--- src/pkg/spam_pkg.sv ---
package spam_pkg;
  // ****************************************************************
  // sizes
  // ****************************************************************
  localparam int NUM_PIPES = 6;
  localparam int ADDR_BYTES_MAX = 5;
  localparam int ADDR_W = 8 * ADDR_BYTES_MAX;
  localparam int PIPE_IDX_W = 3;
  localparam int BYTE_W = 8;
  localparam int FIRST_LOW_PIPE = 2;

  // ****************************************************************
  // address width codes and reset values
  // ****************************************************************
  localparam logic [1:0] AW_3BYTE = 2'h1;
  localparam logic [1:0] AW_4BYTE = 2'h2;
  localparam logic [1:0] AW_5BYTE = 2'h3;
  localparam logic [1:0] AW_RESET = 2'h3;
  localparam logic [1:0] AW_INVALID = 2'h0;
  localparam logic [39:0] MASK_3BYTE = 40'h00_00FF_FFFF;
  localparam logic [39:0] MASK_4BYTE = 40'h00_FFFF_FFFF;
  localparam logic [39:0] MASK_5BYTE = 40'hFF_FFFF_FFFF;
  localparam logic [5:0] PIPE_EN_RESET = 6'h03;
  localparam logic [39:0] PIPE0_ADDR_RESET = 40'hE7_E7E7_E7E7;
  localparam logic [39:0] PIPE1_ADDR_RESET = 40'hC2_C2C2_C2C2;
  localparam logic [7:0] LOW_BYTE_BASE = 8'hC3;
  localparam logic [PIPE_IDX_W-1:0] PIPE_NONE = 3'h7;

  // ****************************************************************
  // configuration write selectors
  // ****************************************************************
  typedef enum logic [2:0] {
    SPAM_WR_NONE,
    SPAM_WR_PIPE0,
    SPAM_WR_PIPE1,
    SPAM_WR_LOWBYTE,
    SPAM_WR_ENABLE,
    SPAM_WR_WIDTH
  } spam_wr_t;
endpackage

--- src/pkg/spam_match_if.sv ---
`timescale 1ns/100ps
interface spam_match_if;
  import spam_pkg::*;
  logic [ADDR_W-1:0] rxAddr;
  logic [1:0] addrWidth;
  logic [ADDR_W-1:0] pipe0Addr;
  logic [ADDR_W-1:0] pipe1Addr;
  logic [NUM_PIPES*8-1:0] lowBytes;
  logic [NUM_PIPES-1:0] pipeEn;
  logic hit;
  logic [PIPE_IDX_W-1:0] hitPipe;

  modport top (output rxAddr, addrWidth, pipe0Addr, pipe1Addr, lowBytes, pipeEn, input hit, hitPipe);
  modport cmp (input rxAddr, addrWidth, pipe0Addr, pipe1Addr, lowBytes, pipeEn, output hit, hitPipe);
endinterface

--- src/logic/spam_comparator.sv ---
`timescale 1ns/100ps
module spam_comparator
  import spam_pkg::*;
(
  spam_match_if.cmp mif
);
  // ****************************************************************
  // width mask, common for every pipe
  // ****************************************************************
  wire [ADDR_W-1:0] widthMask = (mif.addrWidth == AW_3BYTE) ? MASK_3BYTE :
                                (mif.addrWidth == AW_4BYTE) ? MASK_4BYTE : MASK_5BYTE;
  wire [NUM_PIPES-1:0] pipeHit;

  // ****************************************************************
  // per-pipe compare
  // ****************************************************************
  genvar gi;
  generate
    for (gi = 0; gi < NUM_PIPES; gi = gi + 1) begin : g_pipe
      wire [ADDR_W-1:0] pipeAddr;
      if (gi == 0) begin : g_p0
        assign pipeAddr = mif.pipe0Addr;
      end else begin : g_pn
        // pipes 1..5 share bytes 1..4 of pipe 1
        assign pipeAddr = {mif.pipe1Addr[ADDR_W-1:BYTE_W], mif.lowBytes[gi*BYTE_W +: BYTE_W]};
      end
      assign pipeHit[gi] = mif.pipeEn[gi] && (((pipeAddr ^ mif.rxAddr) & widthMask) == '0);
    end
  endgenerate

  // ****************************************************************
  // lowest matching pipe wins
  // ****************************************************************
  always_comb begin
    mif.hitPipe = PIPE_NONE;
    for (int i = NUM_PIPES - 1; i >= 0; i--) begin
      if (pipeHit[i]) begin
        mif.hitPipe = PIPE_IDX_W'(i);
      end
    end
  end
  assign mif.hit = |pipeHit;
endmodule

--- src/logic/spam_address_match.sv ---
`timescale 1ns/100ps
// Functional notes
// - receiver accepts up to six pipes
// - one address width, three to five bytes
// - per-pipe enable, pipes 0 and 1 default
// - pipe 0 and 1 loaded by separate writes
// - pipes 1..5 share bytes 1..4
// - store sender address for acknowledgement
module spam_address_match
  import spam_pkg::*;
(
  // clock and reset
  input wire logic clk,
  input wire logic rst_b,
  // configuration writes from command decoder
  input wire logic cfgWrite,
  input wire spam_wr_t cfgSel,
  input wire logic [PIPE_IDX_W-1:0] cfgPipe,
  input wire logic [ADDR_W-1:0] cfgData,
  // receive side
  input wire logic rxValid,
  input wire logic rxPayloadOk,
  input wire logic [ADDR_W-1:0] rxAddr,
  input wire logic autoAckEn,
  // results
  output logic acceptValid,
  output logic [PIPE_IDX_W-1:0] acceptPipe,
  output logic ackReq,
  output logic [ADDR_W-1:0] ackDestAddr,
  output logic discard,
  // configuration readback
  output logic [NUM_PIPES-1:0] pipeEnable,
  output logic [1:0] addrWidth
);
  // ****************************************************************
  // configuration state
  // ****************************************************************
  logic [ADDR_W-1:0] pipe0Addr_q;
  wire [ADDR_W-1:0] pipe0Addr_d;
  logic [ADDR_W-1:0] pipe1Addr_q;
  wire [ADDR_W-1:0] pipe1Addr_d;
  logic [NUM_PIPES-1:0] pipeEn_q;
  wire [NUM_PIPES-1:0] pipeEn_d;
  logic [1:0] width_q;
  wire [1:0] width_d;

  // ****************************************************************
  // result state
  // ****************************************************************
  logic acceptValid_q;
  wire acceptValid_d;
  logic [PIPE_IDX_W-1:0] acceptPipe_q;
  wire [PIPE_IDX_W-1:0] acceptPipe_d;
  logic ackReq_q;
  wire ackReq_d;
  logic [ADDR_W-1:0] ackDest_q;
  wire [ADDR_W-1:0] ackDest_d;
  logic discard_q;
  wire discard_d;

  // ****************************************************************
  // write decode
  // ****************************************************************
  wire wrPipe0 = cfgWrite && (cfgSel == SPAM_WR_PIPE0);
  wire wrPipe1 = cfgWrite && (cfgSel == SPAM_WR_PIPE1);
  wire wrEnable = cfgWrite && (cfgSel == SPAM_WR_ENABLE);
  // code zero names no width, so the write is dropped
  wire widthCodeOk = (cfgData[1:0] != AW_INVALID);
  wire wrWidth = cfgWrite && (cfgSel == SPAM_WR_WIDTH) && widthCodeOk;
  // pipes 0 and 1 own full addresses; only the others have a low-byte register
  wire lowPipeOk = (cfgPipe >= PIPE_IDX_W'(FIRST_LOW_PIPE)) && (cfgPipe < PIPE_IDX_W'(NUM_PIPES));
  wire wrLow = cfgWrite && (cfgSel == SPAM_WR_LOWBYTE) && lowPipeOk;

  // ****************************************************************
  // next configuration values
  // ****************************************************************
  assign pipe0Addr_d = wrPipe0 ? cfgData : pipe0Addr_q;
  assign pipe1Addr_d = wrPipe1 ? cfgData : pipe1Addr_q;
  assign pipeEn_d = wrEnable ? cfgData[NUM_PIPES-1:0] : pipeEn_q;
  assign width_d = wrWidth ? cfgData[1:0] : width_q;

  // ****************************************************************
  // per-pipe low bytes
  // ****************************************************************
  wire [NUM_PIPES*BYTE_W-1:0] lowByteView;
  assign lowByteView[BYTE_W-1:0] = pipe0Addr_q[BYTE_W-1:0];
  assign lowByteView[2*BYTE_W-1:BYTE_W] = pipe1Addr_q[BYTE_W-1:0];

  genvar gi;
  generate
    for (gi = FIRST_LOW_PIPE; gi < NUM_PIPES; gi = gi + 1) begin : g_low
      logic [BYTE_W-1:0] lowByte_q;
      wire wrThis = wrLow && (cfgPipe == PIPE_IDX_W'(gi));
      wire [BYTE_W-1:0] lowByte_d = wrThis ? cfgData[BYTE_W-1:0] : lowByte_q;
      always_ff @(posedge clk) begin
        if (!rst_b) begin
          lowByte_q <= LOW_BYTE_BASE + BYTE_W'(gi);
        end else begin
          lowByte_q <= lowByte_d;
        end
      end
      assign lowByteView[gi*BYTE_W +: BYTE_W] = lowByte_q;
    end
  endgenerate

  // ****************************************************************
  // matcher
  // ****************************************************************
  spam_match_if mif ();
  assign mif.rxAddr = rxAddr;
  assign mif.addrWidth = width_q;
  assign mif.pipe0Addr = pipe0Addr_q;
  assign mif.pipe1Addr = pipe1Addr_q;
  assign mif.lowBytes = lowByteView;
  assign mif.pipeEn = pipeEn_q;

  spam_comparator u_cmp (
    .mif(mif)
  );

  // ****************************************************************
  // receive verdict
  // ****************************************************************
  // a header without a good payload is ignored outright
  wire takeRx = rxValid && rxPayloadOk;
  wire goodRx = takeRx && mif.hit;
  wire badRx = takeRx && !mif.hit;
  wire ackNow = goodRx && autoAckEn;

  assign acceptValid_d = goodRx;
  assign ackReq_d = ackNow;
  assign discard_d = badRx;
  // pipe and sender address hold until the next accepted packet
  assign acceptPipe_d = goodRx ? mif.hitPipe : acceptPipe_q;
  assign ackDest_d = goodRx ? rxAddr : ackDest_q;

  // ****************************************************************
  // configuration registers
  // ****************************************************************
  always_ff @(posedge clk) begin
    if (!rst_b) begin
      pipe0Addr_q <= PIPE0_ADDR_RESET;
    end else begin
      pipe0Addr_q <= pipe0Addr_d;
    end
  end

  always_ff @(posedge clk) begin
    if (!rst_b) begin
      pipe1Addr_q <= PIPE1_ADDR_RESET;
    end else begin
      pipe1Addr_q <= pipe1Addr_d;
    end
  end

  always_ff @(posedge clk) begin
    if (!rst_b) begin
      pipeEn_q <= PIPE_EN_RESET;
    end else begin
      pipeEn_q <= pipeEn_d;
    end
  end

  always_ff @(posedge clk) begin
    if (!rst_b) begin
      width_q <= AW_RESET;
    end else begin
      width_q <= width_d;
    end
  end

  // ****************************************************************
  // result registers
  // ****************************************************************
  always_ff @(posedge clk) begin
    if (!rst_b) begin
      acceptValid_q <= 1'b0;
    end else begin
      acceptValid_q <= acceptValid_d;
    end
  end

  always_ff @(posedge clk) begin
    if (!rst_b) begin
      ackReq_q <= 1'b0;
    end else begin
      ackReq_q <= ackReq_d;
    end
  end

  always_ff @(posedge clk) begin
    if (!rst_b) begin
      discard_q <= 1'b0;
    end else begin
      discard_q <= discard_d;
    end
  end

  always_ff @(posedge clk) begin
    if (!rst_b) begin
      acceptPipe_q <= PIPE_NONE;
    end else begin
      acceptPipe_q <= acceptPipe_d;
    end
  end

  always_ff @(posedge clk) begin
    if (!rst_b) begin
      ackDest_q <= '0;
    end else begin
      ackDest_q <= ackDest_d;
    end
  end

  // ****************************************************************
  // outputs, straight from flip-flops
  // ****************************************************************
  assign acceptValid = acceptValid_q;
  assign acceptPipe = acceptPipe_q;
  assign ackReq = ackReq_q;
  assign ackDestAddr = ackDest_q;
  assign discard = discard_q;
  assign pipeEnable = pipeEn_q;
  assign addrWidth = width_q;
endmodule

--- config.mk ---
export PLATFORM = sky130hd
export DESIGN_NAME = spam_address_match
export DESIGN_NICKNAME = d
export VERILOG_FILES = /design/src/pkg/spam_pkg.sv /design/src/pkg/spam_match_if.sv /design/src/logic/spam_comparator.sv /design/src/logic/spam_address_match.sv
export SDC_FILE = /design/constraint.sdc
export NUM_CORES = 1
export LEC_CHECK = 0
export BUFFER_PORTS_ARGS = -buffer_cell sky130_fd_sc_hd__buf_2
export CAP_MARGIN = 20
export CORE_ASPECT_RATIO = 0.6
export CORE_MARGIN = 5
export CORE_UTILIZATION = 45
export DETAILED_ROUTE_END_ITERATION = 6
export PLACE_DENSITY_LB_ADDON = 0.3
export SKIP_LAST_GASP = 1
export SYNTH_ARGS = -nofsm -noshare
export SYNTH_HDL_FRONTEND = slang
export SYNTH_SLANG_ARGS = --single-unit
--- constraint.sdc ---
create_clock -name clk -period 2.03 [get_ports clk]
set_input_delay 0.3045 -clock clk [delete_from_list [all_inputs] [get_ports clk]]
set_output_delay 0.3045 -clock clk [all_outputs]
set_load 0.03 [all_outputs]
* Yosys cells after proc, flatten, opt, wreduce, memory -nomap -nowiden
Index checks and enable logic that the tools add are counted.
W data, S select, Z words.
** Storage, ports and cells
- Register bits :: 166
- Bits in latches :: 0
- RAM bits :: 0
- Bits in read-only memories :: 0
- Input port bits :: 92
- Memories :: 0
** Cells by class
- Add/subtract/negate cells :: 0
- Multipliers :: 0
- Div/mod/pow operators :: 0
- $lt $le $gt $ge :: 2
- Equality and inequality tests :: 11
- Shifts and indexed selects :: 0
- Multiplexer cells :: 8
- Bitwise operators :: 12
- Reduce and logical (&&, ||, !) cells :: 31
** Operators with widths (count)
- $and A40 B40 Y40 :: 6
- $logic_not A40 Y1 :: 6
- $xor A40 B40 Y40 :: 6
- $mux W40 :: 2
- $logic_and A1 B1 Y1 :: 22
- $eq A3 B2 Y1 const B :: 4
- $eq A3 B3 Y1 const B :: 4
- $mux W3 :: 4
- $reduce_or A6 Y1 :: 1
- $mux W2 :: 2
- $eq A3 B1 Y1 const B :: 1
- $ge A3 B2 Y1 const B :: 1
- $lt A3 B3 Y1 const B :: 1
- $eq A2 B1 Y1 const B :: 1
- $eq A2 B2 Y1 const B :: 1
- $reduce_bool A2 Y1 :: 1
- $logic_not A1 Y1 :: 1

* Logic depth before layout (Yosys ltp)
- Depth after elaboration :: 12
- Mapped depth :: 9
- Depth with buffers taken out :: 7

* Hierarchy
A second synthesis with hierarchy kept.
** Unflattened totals
- Cells, all modules :: 872
- Area total of the unflattened synthesis :: 7228.2 µm²
** Modules (own cells, without submodules)
- spam_address_match :: instances 1, cells an instance 695, area each 5820.6 µm²
- spam_comparator :: instances 1, cells an instance 177, area each 1407.6 µm²

* Worst setup path after synthesis
No wires, ideal clock.
- Kind :: register to register
- Start point :: register width_q[1] (netlist: addrWidth[1])
- End point :: register ackDest_q[0] (netlist: ackDestAddr[0])
- Setup time :: 72 ps
- Arrival :: 1890 ps
- Required time :: 1958 ps
- Setup slack :: 69 ps
- Cell stages (with the launch flop) :: 9
- Period minus slack after synthesis :: 1961 ps
- Cell sequence :: dfxtp_1 -> inv_1 -> ha_1 -> a21boi_1 -> nor3_4 -> o211ai_2 -> nand2_4 -> buf_12 -> mux2i_1
** Between the ends
- Cells in the longest elaborated chain, start to end :: 8
- Elaborated cells on any way between the ends :: 24
** Ends and longest elaborated chain
- start, declared :: RTL line spam_address_match.sv:44 : logic [1:0] width_q;
- start signal, assigned :: RTL line spam_address_match.sv:168 : width_q <= width_d;
- $eq A2 B2 Y1 :: RTL line spam_comparator.sv:11 : (mif.addrWidth == AW_4BYTE) ? MASK_4BYTE : MASK_5BYTE;
- $mux W40 :: RTL line spam_comparator.sv:11
- $mux W40 * :: RTL line spam_comparator.sv:10 : wire [ADDR_W-1:0] widthMask = (mif.addrWidth == AW_3BYTE) ? MASK_3BYTE :
- $and A40 B40 Y40 :: RTL line spam_comparator.sv:27 : assign pipeHit[gi] = mif.pipeEn[gi] && (((pipeAddr ^ mif.rxAddr) & widthMask) == '0);
- $logic_not A40 Y1 :: RTL line spam_comparator.sv:27
- $logic_and A1 B1 Y1 :: RTL line spam_comparator.sv:27
- $reduce_or A6 Y1 * :: RTL line spam_comparator.sv:42 : assign mif.hit = |pipeHit;
- $logic_and A1 B1 Y1 * :: RTL line spam_address_match.sv:126 : wire goodRx = takeRx && mif.hit;
- end signal, assigned :: RTL line spam_address_match.sv:211 : ackDest_q <= ackDest_d;
- end, declared :: RTL line spam_address_match.sv:56 : logic [ADDR_W-1:0] ackDest_q;
Every way passes the cells marked *; elsewhere a longest branch is shown, timed or not.
A chain may end at the register's enable or synchronous reset.

* Worst setup path in the final report
- Start point :: register g_low[4].lowByte_q[5]
- End point :: register ackDest_q[7] (netlist: ackDestAddr[7])
** Between the ends
- Cells in the longest elaborated chain, start to end :: 6
** Ends and longest elaborated chain
- start, declared :: RTL line spam_address_match.sv:92 : logic [BYTE_W-1:0] lowByte_q;
- start signal, assigned :: RTL line spam_address_match.sv:97 : lowByte_q <= LOW_BYTE_BASE + BYTE_W'(gi);
- start signal, assigned :: RTL line spam_address_match.sv:99 : lowByte_q <= lowByte_d;
- $xor A40 B40 Y40 :: RTL line spam_comparator.sv:27
- $and A40 B40 Y40 :: RTL line spam_comparator.sv:27
- $logic_not A40 Y1 :: RTL line spam_comparator.sv:27
- $logic_and A1 B1 Y1 :: RTL line spam_comparator.sv:27
- $reduce_or A6 Y1 :: RTL line spam_comparator.sv:42
- $logic_and A1 B1 Y1 :: RTL line spam_address_match.sv:126
No other way between the ends.

==> impl_metrics.ini <==
[global_route]
grt_start_max_net_pins = 53
antenna_found_initial = 0
grt_usage = 0.2189
grt_pass1_wl_mm = 34.72
overflow = 0
grt_pass1_vias = 6428

[detailed_routing]
drc = 0
ant_nets = 0
routed_wl_mm = 21.90
drt_iter0_markers = 505
via_per_inst = 5.150
firstDrtPassIters = 6
wl_per_cell_um = 16.90
via_count = 6674

[placement]
place_inst = 1257
placed_area_mm2 = 0.008965
dp_hpwl_mm = 15.45
io_buffers = 145
gp_congestion = 0.7947

[critical_path]
max_stage_delay_ns = 0.34
cp.required_ns = 2.38
crit_path_max_fanout = 20
startpoint_type = flip-flop
critPathBufInv = 3
path_common_cell = buf_4
slowest_stage = dfxtp_2
worstPathArrival_ns = 2.49
timing.critical_path.cells = xor2_2 -> nor4_2 -> buf_4 -> nand4_1 -> o21ai_1 -> buf_4 -> o211ai_4 -> nand2_4 -> buf_12 -> mux2i_1
cp_top_family = simple AND/OR/NAND/NOR gates
crit_path_end_kind = flip-flop
path_depth = 10
path_class = flip-flop to flip-flop
r2r_cells = 10

[pwr]
switching_share = 0.2596
p_leak_uw = 0.004233
intPower_uw = 5513
power_frac_comb = 0.095
power_switching_uw = 1933
ir_drop_v = 0.0005457
p_clk_frac = 0.456
pwr-share-seq = 0.449
p_per_area_mw_per_mm2 = 760.1

[timing]
slew_viol_final = 0
rsz0062_at_grt = yes
finalSetupViolCount = 42
tightest_slew_ns = 0.7352
slew_headroom = 0.5061
whs_ns = 0.1080
max_freq_mhz = 468.2
fin_ws_ns = -0.1057
fin_skew_ns = 0.01716
fin_crit_sh = 1.052
finalHoldViolCount = 0
fin_crit_ns = 2.136

[floorplan]
initial_core_util = 0.4650
die_h_um = 111.0
dieArea_mm2 = 0.01978
core_mm2 = 0.01644
die_w_um = 178.3
row_count = 36
ioPinCount = 146

[yosys]
synth_top_area_frac = 0.4347
syn-num-nets = 978
synth_common_cells = 281 x nand2_1, 166 x dfxtp_1, 103 x xor2_1
synthesis.area_mm2 = 0.007645
synth-seq-cells = 166
syn-instance-count = 885
synthFlopType = dfxtp_1
synth_edf_count = 0
synth_top_cell_by_area = dfxtp_1
synthTopCellsByArea = dfxtp_1 43%, nand2_1 14%, xor2_1 12%
synth_most_common_cell = nand2_1
async_reset_ff_frac = 0
synth_seq_area_share = 0.4347
syn_area_per_cell_um2 = 8.638
synth_cell_type_count = 43
yosysWarnings = 0

[clocking]
cts_sinks = 166
cts_tree = built
clk_pin_slew_ns = 0.07
htreeDepth = 4
hold_buffers = 0
cts_buffer_depth = 2
cts_made_buffers = 17
clk_latency_ns = 0.42
root_buffer = clkbuf_16

[cells_and_area]
antennaDiodeCount = 0
utilization = 0.5958
drive_gt1_frac = 0.2631
fillCellCount = 1431
syn_to_final_growth_pct = 28.13
finalNonFillerCells = 1296
final_net_count = 1148
fin_area_mm2 = 0.009796

[flow_run]
cap_violations = 0

[worst_hold_path]
hold_path_depth = 3
holdCritPathClass = input pin to flip-flop

[outcome]
violations = setup timing
outcome = complete, but fails checks
## tightest hold or removal path: stages
cell and delay (ns):
buf_2 0.09, nand2_1 0.04, nand3_1 0.06
## final timing paths
kind                                            start                end  slack, ns
worst max-delay path            g_low[4].lowByte_q[5]     ackDestAddr[7]      -0.11
worst min-delay path                      cfgData[16]  mif.pipe0Addr[16]       0.11
worst max register to register  g_low[4].lowByte_q[5]     ackDestAddr[7]      -0.11
worst min register to register        ackDestAddr[32]    ackDestAddr[32]       0.45
## per-stage QoR
step | worst slack (ns) | TNS [ns] | power, µW
after CTS | -0.07817 | -1.193 | 7491
final | -0.1057 | -2.684 | 7446
after floorplan | 0.06881 | 0 | 3764
after global routing | -0.2233 | -7.471 | 7716
after detailed placement | -0.2352 | -8.372 | 4104
after global placement | -0.2002 | -8.054 | 4094
## layout make-up
cell class / count / area [µm²] / area share
Clock buffer: 18 / 439.2 / 0.04483
Clock inverter: 14 / 180.2 / 0.01839
Inverter: 2 / 7.507 / 0.0007664
Multi-Input combinational cell: 657 / 4139 / 0.4225
Sequential cell: 166 / 3327 / 0.3396
Tap cell: 228 / 285.3 / 0.02912
Timing Repair Buffer: 211 / 1418 / 0.1447
## logic make-up after synthesis
| logic type | after synthesis | share of synthesized area |
|---|---|---|
| muxes | 72 | 0.09427 |
| DFF | 166 | 0.4347 |
| adders and majority gates | 1 | 0.001636 |
| xor gates and xnor gates | 112 | 0.1283 |
| buffers and inverters | 62 | 0.04141 |
| and+or+nand+nor | 416 | 0.2466 |
| AOI/OAI and AO/OA | 56 | 0.05303 |
## flip-flops by register name, indices dropped and copies added, names as in the netlist
| signal | count |
|---|---|
| g_low.lowByte_q | 32 |
| ackReq | 1 |
| pipeEnable | 6 |
| mif.pipe1Addr | 40 |
| mif.pipe0Addr | 40 |
| acceptPipe | 3 |
| discard | 1 |
| ackDestAddr | 40 |
| addrWidth | 2 |
| acceptValid | 1 |
## placed cells by master, fill, tap and decap left out, types with 3 or more instances in the layout
master | netlist | layout
dfxtp_2 | 0 | 3
dfxtp_1 | 166 | 163
xnor2_1 | 9 | 9
buf_12 | 4 | 13
and2_1 | 3 | 3
nand2_1 | 281 | 279
a21boi_0 | 39 | 39
nor3_1 | 7 | 7
mux2i_1 | 72 | 72
nand4_1 | 7 | 7
nor2b_1 | 17 | 17
buf_4 | 0 | 50
inv_8 | 0 | 4
a21oi_2 | 1 | 4
inv_6 | 0 | 5
nor4_2 | 2 | 8
buf_6 | 1 | 3
clkbuf_16 | 0 | 17
xor2_1 | 103 | 101
buf_2 | 9 | 144
nor4_1 | 23 | 17
nand2_2 | 1 | 3
nand3_1 | 56 | 56
## power by group through the flow
stage                     clock network [µW]  logic (µW)  registers, µW
after floorplan                            0         342           3420
after global placement                     0         675           3420
after detailed placement                   0         684           3420
after CTS                               3450         697           3350
after global routing                    3600         765           3350
final                                   3390         706           3350
## layer usage
metal / vias up / global-route usage / share of wire
met2: 241 / 0.3056 / 0.41
met5: - / 0 / 0
met4: 0 / 0.04241 / 0.0080
met1: 3159 / 0.3437 / 0.51
met3: 16 / 0.04738 / 0.080
li1: 3258 / - / -
## timing repair
item	CTS	global route
buffers inserted	4	4
pin swaps	2	12
resized for setup	12	19
endpoints found under the hold margin	0	0
setup endpoints to repair	42	44
cloned	2	0
(Power assumes the default switching activity.)
